==> config.mk <==
export PLATFORM = sky130hd
export DESIGN_NAME = ipta_arbiter
export DESIGN_NICKNAME = d
export VERILOG_FILES = /design/src/ipta_pkg.sv /design/src/ipta_arbiter.sv
export SDC_FILE = /design/constraint.sdc
export NUM_CORES = 1
export LEC_CHECK = 0
export ABC_CLOCK_PERIOD_IN_PS = 152200
export BUFFER_PORTS_ARGS = -buffer_cell sky130_fd_sc_hd__buf_2
export CORE_ASPECT_RATIO = 1.1
export CORE_UTILIZATION = 60
export CTS_CLUSTER_DIAMETER = 150
export DETAILED_ROUTE_END_ITERATION = 10
export PLACE_DENSITY = 0.77
export SKIP_LAST_GASP = 1
export SYNTH_ARGS = -nofsm -noshare
export SYNTH_HDL_FRONTEND = slang
export SYNTH_SLANG_ARGS = --single-unit
==> constraint.sdc <==
create_clock -name clk -period 152.2 [get_ports clk]
set_clock_uncertainty 0.1 [all_clocks]
set_input_delay 7.61 -clock clk [delete_from_list [all_inputs] [get_ports clk]]
set_output_delay 7.61 -clock clk [all_outputs]
set_load 0.005 [all_outputs]
==> src/ipta_pkg.sv <==
package ipta_pkg;
    localparam int N_SRC        = 54;
    localparam int N_REG        = 14;
    localparam logic [5:0] VEC_BASE = 6'h08;
    localparam logic [3:0] IPL_BLOCK_ALL = 4'h7;
    localparam logic [23:0] RESET_ADDR = 24'h000000;
    localparam logic [53:0] SRC_PRESENT =
        {11'h000, 2'h3, 2'h0, 39'h7fffffffff};
    // wishbone map (byte addresses)
    localparam logic [7:0] A_PRIO_BASE = 8'h00;
    localparam logic [7:0] A_FLAG0     = 8'h40;
    localparam logic [7:0] A_FLAG1     = 8'h44;
    localparam logic [7:0] A_EN0       = 8'h48;
    localparam logic [7:0] A_EN1       = 8'h4c;
    localparam logic [7:0] A_CPUIPL    = 8'h50;
    localparam logic [7:0] A_TRAPCTL   = 8'h54;
    localparam logic [7:0] A_ANSWER    = 8'h58;
    localparam logic [7:0] A_TRAPSTAT  = 8'h5c;
    localparam logic [15:0] PRIO_RESET = 16'h4444;
    localparam logic [3:0] LVL_MATH    = 4'hb;

    typedef struct packed {
        logic       valid;
        logic [5:0] vec;
        logic [3:0] lvl;
    } ipta_req_s;

    typedef struct packed {
        logic div_zero;
        logic ovf31;
        logic guard_used;
        logic ovf39;
        logic sat_on;
        logic shift_over;
    } ipta_math_s;

    typedef struct packed {
        logic wdt;
        logic uninit_w;
        logic illegal_op;
        logic op_flushed;
        logic brownout;
        logic bad_vector;
    } ipta_err_s;
endpackage : ipta_pkg

==> src/ipta_arbiter.sv <==
`timescale 1ns/100ps
module ipta_arbiter (
    input  wire logic               clk,
    input  wire logic               rst,
    input  wire logic [31:0]        wb_adr_i,
    input  wire logic [31:0]        wb_dat_i,
    input  wire logic [3:0]         wb_sel_i,
    input  wire logic               wb_we_i,
    input  wire logic               wb_cyc_i,
    input  wire logic               wb_stb_i,
    output logic      [31:0]        wb_dat_o,
    output logic                    wb_ack_o,
    input  wire logic [53:0]        src_event,
    input  wire logic               instr_done,
    input  wire ipta_pkg::ipta_math_s math_in,
    input  wire ipta_pkg::ipta_err_s  err_in,
    output ipta_pkg::ipta_req_s     core_req,
    output logic                    core_reset,
    output logic [23:0]             program_counter
);
    import ipta_pkg::*;

    logic [15:0] priority_select_regs [N_REG];
    logic [53:0] flag_q;
    logic [53:0] en_q;
    logic [3:0]  cpu_priority_level_q;
    logic [1:0]  math_en_q;
    logic        math_pend_q;
    logic        addr_pend_q;
    logic [3:0]  trap_lvl_q;
    logic        trap_active_q;
    logic [1:0]  boot_q;
    ipta_req_s   win_d;
    logic        wr;
    logic        rd;
    logic [7:0]  a;
    logic [3:0]  pidx;

    function automatic logic [2:0] prio_of(input int n);
        logic [15:0] r;
        r = priority_select_regs[n/4];
        return r[(n%4)*4 +: 3];
    endfunction : prio_of

    assign a    = wb_adr_i[7:0];
    assign pidx = a[5:2];
    assign wr   = wb_cyc_i && wb_stb_i && wb_we_i && !wb_ack_o;
    assign rd   = wb_cyc_i && wb_stb_i && !wb_we_i && !wb_ack_o;

    // priority registers
    always_ff @(posedge clk) begin
        if (rst) begin
            for (int i = 0; i < N_REG; i++) begin
                priority_select_regs[i] <= PRIO_RESET;
            end
        end else if (wr && a < A_FLAG0 && pidx < 4'(N_REG)) begin
            if (wb_sel_i[0])
                priority_select_regs[pidx][7:0] <=
                    wb_dat_i[7:0] & 8'h77;
            if (wb_sel_i[1])
                priority_select_regs[pidx][15:8] <=
                    wb_dat_i[15:8] & 8'h77;
        end
    end

    // flags: hardware set wins over software clear
    always_ff @(posedge clk) begin
        logic [53:0] clr;
        clr = '0;
        if (wr && a == A_FLAG0) clr[31:0] = wb_dat_i;
        if (wr && a == A_FLAG1) clr[53:32] = wb_dat_i[21:0];
        if (rst) flag_q <= '0;
        else flag_q <= ((flag_q & ~clr) | src_event) & SRC_PRESENT;
    end

    always_ff @(posedge clk) begin
        if (rst) begin
            en_q                 <= '0;
            cpu_priority_level_q <= '0;
            math_en_q            <= '0;
        end else if (wr) begin
            case (a)
                A_EN0:    en_q[31:0]  <= wb_dat_i;
                A_EN1:    en_q[53:32] <= wb_dat_i[21:0];
                A_CPUIPL: cpu_priority_level_q <= wb_dat_i[3:0];
                A_TRAPCTL: math_en_q <= wb_dat_i[1:0];
                default: ;
            endcase
        end
    end

    // arbitration
    always_comb begin
        logic [2:0] p;
        logic [3:0] ceil;
        p = '0;
        win_d = '0;
        ceil = trap_active_q ? trap_lvl_q : cpu_priority_level_q;
        for (int n = N_SRC - 1; n >= 0; n--) begin
            p = prio_of(n);
            if (flag_q[n] && en_q[n] && SRC_PRESENT[n]
                && p != 3'h0
                && {1'b0, p} > ceil
                && (!win_d.valid || p >= win_d.lvl[2:0])) begin
                win_d.valid = 1'b1;
                win_d.vec   = 6'(n) + VEC_BASE;
                win_d.lvl   = {1'b0, p};
            end
        end
        if (addr_pend_q && !(trap_active_q && trap_lvl_q >= 4'hc)) begin
            win_d.valid = 1'b1;
            win_d.vec   = 6'h03;
            win_d.lvl   = 4'hc;
        end else if (math_pend_q
                     && !(trap_active_q && trap_lvl_q >= LVL_MATH)) begin
            win_d.valid = 1'b1;
            win_d.vec   = 6'h05;
            win_d.lvl   = LVL_MATH;
        end
    end

    always_ff @(posedge clk) begin
        if (rst) core_req <= '0;
        else core_req <= win_d;
    end

    // traps: latched and taken when the instruction completes
    always_ff @(posedge clk) begin
        logic m;
        m = math_in.div_zero
            || (math_en_q[0] && math_in.ovf31 && !math_in.guard_used)
            || (math_en_q[1] && math_in.ovf39 && !math_in.sat_on)
            || math_in.shift_over;
        if (rst) begin
            math_pend_q   <= 1'b0;
            addr_pend_q   <= 1'b0;
            trap_active_q <= 1'b0;
            trap_lvl_q    <= '0;
        end else begin
            if (m) math_pend_q <= 1'b1;
            if (err_in.bad_vector) addr_pend_q <= 1'b1;
            if (instr_done && core_req.valid && core_req.lvl[3]) begin
                trap_active_q <= 1'b1;
                trap_lvl_q    <= core_req.lvl;
                if (core_req.lvl == LVL_MATH) math_pend_q <= m;
                else addr_pend_q <= err_in.bad_vector;
            end
        end
    end

    // reset sources and vector entry
    always_ff @(posedge clk) begin
        if (rst) begin
            core_reset      <= 1'b1;
            program_counter <= RESET_ADDR;
            boot_q          <= 2'h0;
        end else begin
            core_reset <= err_in.wdt || err_in.uninit_w
                || (err_in.illegal_op && !err_in.op_flushed)
                || err_in.brownout
                || (math_pend_q && addr_pend_q);
            if (core_reset) begin
                program_counter <= RESET_ADDR;
                boot_q          <= 2'h0;
            end else if (boot_q != 2'h2) begin
                boot_q <= boot_q + 2'h1;
                program_counter <= program_counter + 24'h2;
            end
        end
    end

    // wishbone slave, one wait state
    always_ff @(posedge clk) begin
        if (rst) begin
            wb_ack_o <= 1'b0;
            wb_dat_o <= '0;
        end else begin
            wb_ack_o <= wb_cyc_i && wb_stb_i && !wb_ack_o;
            if (rd) begin
                if (a < A_FLAG0)
                    wb_dat_o <= pidx < 4'(N_REG) ?
                        {16'h0, priority_select_regs[pidx]} : '0;
                else case (a)
                    A_FLAG0:   wb_dat_o <= flag_q[31:0];
                    A_FLAG1:   wb_dat_o <= {10'h0, flag_q[53:32]};
                    A_EN0:     wb_dat_o <= en_q[31:0];
                    A_EN1:     wb_dat_o <= {10'h0, en_q[53:32]};
                    A_CPUIPL:  wb_dat_o <= {28'h0, cpu_priority_level_q};
                    A_TRAPCTL: wb_dat_o <= {30'h0, math_en_q};
                    A_ANSWER:  wb_dat_o <= {21'h0, core_req};
                    A_TRAPSTAT: wb_dat_o <= {25'h0, trap_active_q,
                        trap_lvl_q, addr_pend_q, math_pend_q};
                    default:   wb_dat_o <= '0;
                endcase
            end
        end
    end

    win_valid_a: assert property (@(posedge clk) disable iff (rst)
        core_req.valid && !core_req.lvl[3] |-> core_req.lvl != 4'h0)
        else $error("zero priority granted");
    vec_map_a: assert property (@(posedge clk) disable iff (rst)
        core_req.valid && !core_req.lvl[3] |->
        core_req.vec >= 6'h08 && core_req.vec <= 6'h3d)
        else $error("vector out of range");
    above_ipl_a: assert property (@(posedge clk) disable iff (rst)
        core_req.valid && !core_req.lvl[3] && !trap_active_q |->
        core_req.lvl > $past(cpu_priority_level_q))
        else $error("granted at or below level");
    block_all_a: assert property (@(posedge clk) disable iff (rst)
        $past(cpu_priority_level_q) == 4'h7 && core_req.valid |->
        core_req.lvl[3])
        else $error("interrupt past level seven");
    trap_lvl_a: assert property (@(posedge clk) disable iff (rst)
        trap_active_q |-> trap_lvl_q[3])
        else $error("trap below level eight");
    lockout_a: assert property (@(posedge clk) disable iff (rst)
        math_pend_q && addr_pend_q |=> core_reset)
        else $error("no lockout reset");
    div_trap_a: assert property (@(posedge clk) disable iff (rst)
        math_in.div_zero |=> math_pend_q)
        else $error("divide by zero missed");
    flushed_op_a: assert property (@(posedge clk) disable iff (rst)
        err_in.op_flushed && !err_in.wdt && !err_in.uninit_w
        && !err_in.brownout && !(math_pend_q && addr_pend_q) |=>
        !core_reset)
        else $error("flushed opcode reset");
    reset_pc_a: assert property (@(posedge clk) disable iff (rst)
        core_reset |=> program_counter == 24'h0)
        else $error("pc not zero after reset");
    bit3_zero_a: assert property (@(posedge clk) disable iff (rst)
        (priority_select_regs[0] & 16'h8888) == 16'h0)
        else $error("nibble bit three set");
endmodule : ipta_arbiter

==> results of run 1 <==
[per-stage QoR]
stage / cell area, µm² / hold WS (ns) / setup WS (ns)
detailed placement: 26660 / 0.3471 / 89.56
CTS: 27940 / 0.3552 / 89.25
floorplan: 25310 / 0.3359 / 95.99
finish: 27950 / 0.3558 / 87.76
global route: 27940 / 0.3755 / 83.17
global placement: 26660 / 0.3420 / 90.83
[cells by family after synthesis]
kind of cell	after synthesis	synth area share
compound gates	758	0.2061
xor+xnor	19	0.006599
fa+ha+maj	224	0.1102
buf+inv	243	0.03662
flops	370	0.3700
mux	101	0.07279
other cells	1	0.0001487
simple gates	1008	0.1976
[registers in the layout, indices dropped and copies added, names as in the netlist, 2 cells and up]
name                  flops
program_counter          23
boot_q                    2
cpu_priority_level_q      4
math_en_q                 2
wb_dat_o                 32
en_q                     54
priority_select_regs    192
flag_q                   41
trap_lvl_q                4
core_req                 11
[metal layers]
layer  vias to the layer above  wire, µm  GRT usage
met5                         -        25          0
met1                     11090     31940     0.4936
met4                         4      4958     0.2209
li1                      10420         -          -
met2                      1373     37530     0.6120
met3                       299      9038    0.08105
[critical path, delay by kind of cell, from the launching register on]
| family | cells | cell delay, ns |
|---|---|---|
| buffers and inverters | 12 | 1.63 |
| multiplexers | 10 | 3.61 |
| AO/OA/AOI/OAI | 120 | 31.37 |
| flip-flops | 1 | 0.61 |
| adder cells (fa/ha/maj) | 49 | 13.88 |
| AND/OR/NAND/NOR | 82 | 13.07 |
[Yosys cell counts (all sizes together) (28+ instances only)]
library cell,instances,area (µm²)
a21o,44,330.3
a21oi,220,1109
a22oi,35,267.8
a31oi,33,206.5
and2,140,875.8
and3,28,175.2
clkbuf,98,367.9
dfxtp,178,3563
edfxtp,192,5766
ha,214,2678
inv,130,488.0
mux4,62,1396
nand2,298,1119
nand2b,57,356.6
nand3,28,140.1
nor2,231,867.1
nor2b,53,331.6
nor3,37,185.2
o21a,42,316.6
o21ai,122,614.3
o311ai,46,410.4
or3,63,394.1
[final timing paths]
kind	cells past startpoint	slack, ns	endpoint	from
hold / removal	2	0.36	en_q[53]	en_q[53]
setup reg to reg	273	87.76	core_req[9]	trap_active_q
setup / recovery	273	87.76	core_req[9]	trap_active_q
hold reg to reg	2	0.36	en_q[53]	en_q[53]
[power groups by stage]
stage / Sequential (mW) / Combinational (mW) / Clock, mW
after floorplan: 0.111 / 0.00948 / 0
after global placement: 0.113 / 0.0145 / 0
after detailed placement: 0.113 / 0.0151 / 0
after CTS: 0.111 / 0.0152 / 0.0971
after global routing: 0.112 / 0.0168 / 0.101
final: 0.112 / 0.0157 / 0.0969
[cell type report]
type | count | share of cell area
clock inverter | 13 | 0.004880
clock buffer | 59 | 0.04105
inverter | 130 | 0.01746
sequential | 370 | 0.3338
multi-input combinational | 2135 | 0.5405
antenna | 3 | 0.0002686
timing repair buffer | 193 | 0.03698
tap | 560 | 0.02507
==> run_results.csv, run 1 <==
group,metric,value,unit
clocking,insertion_delay,0.56,ns
synthesis,yosys_warnings,0,
die,pin_count,209,
timing,fin_crit_sh,0.4234,
timing,slew-limit-headroom,0.1665,
job,cap_viol_max_count,0,
critical_path,critical_path.endpoint_type,"flip-flop",
drt,first_iter_violations,2666,
final_layout,nNetsFinal,3223,
drt,ant_nets,0,
critical_path,critPathMaxFanout,20,
die,die_h,217.0,µm
synthesis,synth-edff-count,192,
power_and_ir_drop,internal_power,0.1696,mW
synthesis,syn_inst,2724,
clocking,cts_max_level,2,
clocking,root_buffer,"clkbuf_16",
clocking,cts-resized-gates,0,
drt,firstDrtPassIters,8,
power_and_ir_drop,report.power.total,0.2241,mW
synthesis,yosysSeqAreaShare,0.3700,
clocking,clock_path_buffers,3,
power_and_ir_drop,combPwrFrac,0.070,
global_routing,grt_pass1_wl,126.6,mm
critical_path,slowest_delay,0.89,ns
critical_path,critPathRequiredTime,152.59,ns
placed_design,io_buffers,168,
global_routing,globalRoute.totalOverflow,0,
clocking,clk_pin_slew,0.06,ns
power_and_ir_drop,switching_share,0.2432,
synthesis,synth_seq_cells,370,
global_routing,antenna_found_initial,4,
critical_path,critPathSlowestCell,"o31ai_1",
synthesis,syn_area,25220,µm²
timing,rsz0062_at_grt,"no",
drt,vias,23190,
synthesis,synthDistinctLibCells,96,
hold_path,hp-class,"flip-flop to flip-flop",
timing,worstMarginPinSlew,1.246,ns
global_routing,grt_max_degree,68,
critical_path,arrival,64.83,ns
placed_design,placed_cells,3388,
placed_design,dp_hpwl,60.79,mm
final_layout,nFillCells,3377,
final_layout,fin_util,0.6754,
drt,viasPerCell,6.695,
drt,wire_per_inst,24.11,µm
power_and_ir_drop,p_clk_frac,0.432,
power_and_ir_drop,sequentialPowerShare,0.498,
clocking,cts_buffers,39,
final_layout,final_common_cell,"nand2_1",
timing,final-hold-violation-count,0,
critical_path,crit_type,"flip-flop to flip-flop",
outcome,status,"finished clean",
die,die_x,197.5,µm
power_and_ir_drop,p_leak,10.83,nW
final_layout,area_growth,10.83,%
critical_path,cp_common_cell,"ha_1",
drt,finalWirelength,83.49,mm
clocking,cts_sinks,370,
placed_design,gp_congestion,0.9766,
timing,fmax,15.52,MHz
clocking,ctsHoldBuffers,0,
power_and_ir_drop,worst_ir_drop_vdd,0.000006464,V
power_and_ir_drop,p_sw,0.05452,mW
drt,drc_errors,0,
timing,fin_tns_setup,0,ns
power_and_ir_drop,p_per_area,8.020,nW/µm²
synthesis,postSynth.asyncResetShare,0,
clocking,post_cts_buffers,0,
timing,fin_crit,64.44,ns
die,die-area,42850,µm²
synthesis,synth_flop_cell,"edfxtp_1",
die,initial_core_util,0.6094,
die,fp-row-count,78,
final_layout,seq_area,9329,µm²
clocking,cts_tree,"yes",
timing,slew_violations,0,
synthesis,syn-mean-instance-area,9.257,µm²
final_layout,drive_gt1_frac,0.1355,
final_layout,multi_input_area,15100,µm²
final_layout,final_cell_mix,"297 x nand2_1, 228 x nor2_1, 218 x a21oi_1, 214 x ha_1, 192 x edfxtp_1",
critical_path,start_kind,"flip-flop",
final_layout,fin_cells,3463,
global_routing,grt_usage,0.3876,
timing,setup_viol,0,
global_routing,grt_pass1_vias,22070,
die,core_region_area,41380,µm²
Power figures use the tool's default switching activity.
==> run 2, diff against run 1 <==
--- a/config.mk
+++ b/config.mk
@@ -5,7 +5,7 @@
 export SDC_FILE = /design/constraint.sdc
 export NUM_CORES = 1
 export LEC_CHECK = 0
-export ABC_CLOCK_PERIOD_IN_PS = 152200
+export ABC_CLOCK_PERIOD_IN_PS = 59300
 export BUFFER_PORTS_ARGS = -buffer_cell sky130_fd_sc_hd__buf_2
 export CORE_ASPECT_RATIO = 1.1
 export CORE_UTILIZATION = 60
==> constraint.sdc (replaced) <==
create_clock -name clk -period 59.3 [get_ports clk]
set_clock_uncertainty 0.1 [all_clocks]
set_input_delay 2.965 -clock clk [delete_from_list [all_inputs] [get_ports clk]]
set_output_delay 2.965 -clock clk [all_outputs]
set_load 0.005 [all_outputs]
==> run 2 against run 1 <==
Against the previous run: the flow now finishes with violations (capacitance limit, slew limit); fmax rose by 15%; hold slack better by 0.0020 ns; clock-buffer cell count decreased by 6; largest power group unchanged; cell count increased by 1.6%.
==> run_results.csv, run 2 (synthesis results as in run 1) <==
group,metric,value,unit
hold_path,hp-class,"flip-flop to flip-flop",
global_routing,grt_usage,0.3893,
timing,setup_viol,0,
critical_path,worst-path-buf-inv,15,
critical_path,crit_start,"trap_active_q",
critical_path,slowest_delay,0.53,ns
clocking,cts_tree,"yes",
power_and_ir_drop,worst_ir_drop_vdd,0.00001837,V
global_routing,globalRoute.totalOverflow,0,
final_layout,drive_gt1_frac,0.1680,
drt,firstDrtPassIters,6,
critical_path,cp_common_cell,"ha_1",
die,pin_count,209,
clocking,clk_pin_slew,0.06,ns
drt,ant_nets,0,
timing,worstMarginPinSlew,1.509,ns
hold_path,hold_path_depth,2,
clocking,cts_max_level,2,
clocking,root_buffer,"clkbuf_16",
timing,hold_slack,0.3578,ns
die,fp-row-count,78,
drt,drc_errors,0,
die,die_x,197.5,µm
clocking,cts_sinks,370,
timing,fin_tns_setup,0,ns
final_layout,largest_reg_flops,192,
final_layout,fin_util,0.6943,
critical_path,critPathSlowestCell,"or4_4",
placed_design,dp_hpwl,60.77,mm
final_layout,final_common_cell,"nand2_1",
power_and_ir_drop,p_leak,11.19,nW
outcome,status,"finished, violations left",
timing,final-hold-violation-count,0,
outcome,violations,"capacitance limit, slew limit",
timing,slew-limit-headroom,-0.009655,
final_layout,max_flop_register,"priority_select_regs",
global_routing,antenna_found_initial,4,
clocking,insertion_delay,0.57,ns
critical_path,critical_path.endpoint_type,"flip-flop",
critical_path,timing.rr.end,"core_req[9]",
drt,viasPerCell,6.668,
clocking,ctsHoldBuffers,0,
placed_design,place_ws,0.3292,ns
critical_path,crit_type,"flip-flop to flip-flop",
placed_design,io_buffers,168,
critical_path,arrival,56.52,ns
clocking,cts_buffers,39,
critical_path,critPathRequiredTime,59.69,ns
drt,wire_per_inst,23.92,µm
global_routing,grt_pass1_vias,22260,
critical_path,crit_end,"core_req[9]",
drt,vias,23470,
timing,fmax,17.81,MHz
job,cap_viol_max_count,1,
critical_path,reg2regPathDepth,280,
drt,finalWirelength,84.21,mm
global_routing,grt_max_degree,78,
timing,fin_crit_sh,0.9467,
critical_path,start_kind,"flip-flop",
critical_path,critPathMaxFanout,9,
critical_path,cpLargestDelayFamily,"compound AO/OA/AOI/OAI gates",
critical_path,r2r_setup_slack,3.16,ns
die,die-area,42850,µm²
die,die_h,217.0,µm
final_layout,top_regs,"priority_select_regs (192), en_q (54), flag_q (41)",
die,core_region_area,41380,µm²
timing,slew_violations,12,
power_and_ir_drop,p_per_area,20.50,nW/µm²
drt,first_iter_violations,2682,
placed_design,gp_congestion,0.9834,
timing,fin_crit,56.14,ns
critical_path,reg2reg_from,"trap_active_q",
critical_path,cp.depth,280,
global_routing,grt_pass1_wl,127.1,mm
clocking,clock_path_buffers,3,
final_layout,area_growth,13.93,%
final_layout,final_cell_mix,"297 x nand2_1, 227 x nor2_1, 214 x ha_1, 210 x a21oi_1, 192 x edfxtp_1",
timing,setup_slack,3.163,ns
final_layout,nNetsFinal,3281,
die,initial_core_util,0.6094,
==> run 2: how the worst min path moves through the flow <==
stage	end	start	slack, ns
floorplan	en_q[39]	en_q[39]	0.34
global placement	en_q[51]	en_q[51]	0.34
detailed placement	en_q[40]	en_q[40]	0.35
CTS	en_q[40]	en_q[40]	0.36
global route	en_q[45]	en_q[45]	0.38
finish	en_q[40]	en_q[40]	0.36
==> run 2: power by group <==
part           internal [mW]  switching (mW)
Combinational         0.0155          0.0247
Clock                  0.156           0.106
Sequential             0.276         0.00983
==> run 2: area by class of cell <==
cell class | count | area [µm²]
multi-input combinational | 2135 | 15380
tap | 560 | 700.7
clock inverter | 19 | 269.0
timing repair buffer | 251 | 1469
fill | 3264 | 12650
antenna | 2 | 5.005
inverter | 130 | 488.0
clock buffer | 53 | 1090
sequential | 370 | 9333
==> run 2: what timing repair did <==
action | CTS | global route
gates resized for setup | 1 | 67
endpoints found under the setup margin | 1 | 9
setup buffers | 0 | 15
pin swaps | 0 | 9
==> run 2: per-stage QoR <==
step	total power [mW]	cell area (µm²)	instances
2_1_floorplan	0.3103	25310	2748
3_3_place_gp	0.3279	26980	3431
3_5_place_dp	0.3297	26980	3431
4_1_cts	0.5873	28340	3503
5_1_grt	0.6044	28730	3519
6_report	0.5891	28730	3520
==> run 2: worst register-to-register path: cells and delay by family (launching register included) <==
family | cells | cell delay, ns
simple gates | 86 | 12.55
mux | 11 | 3.82
buf+inv | 15 | 1.75
fa+ha+maj | 50 | 14.12
flops | 1 | 0.43
compound gates | 118 | 23.33
==> run 2: layer usage <==
layer	GRT usage	share of wire
met4	0.2090	0.056
met2	0.6149	0.45
met3	0.07686	0.11
met5	0	0.00043
met1	0.5039	0.38
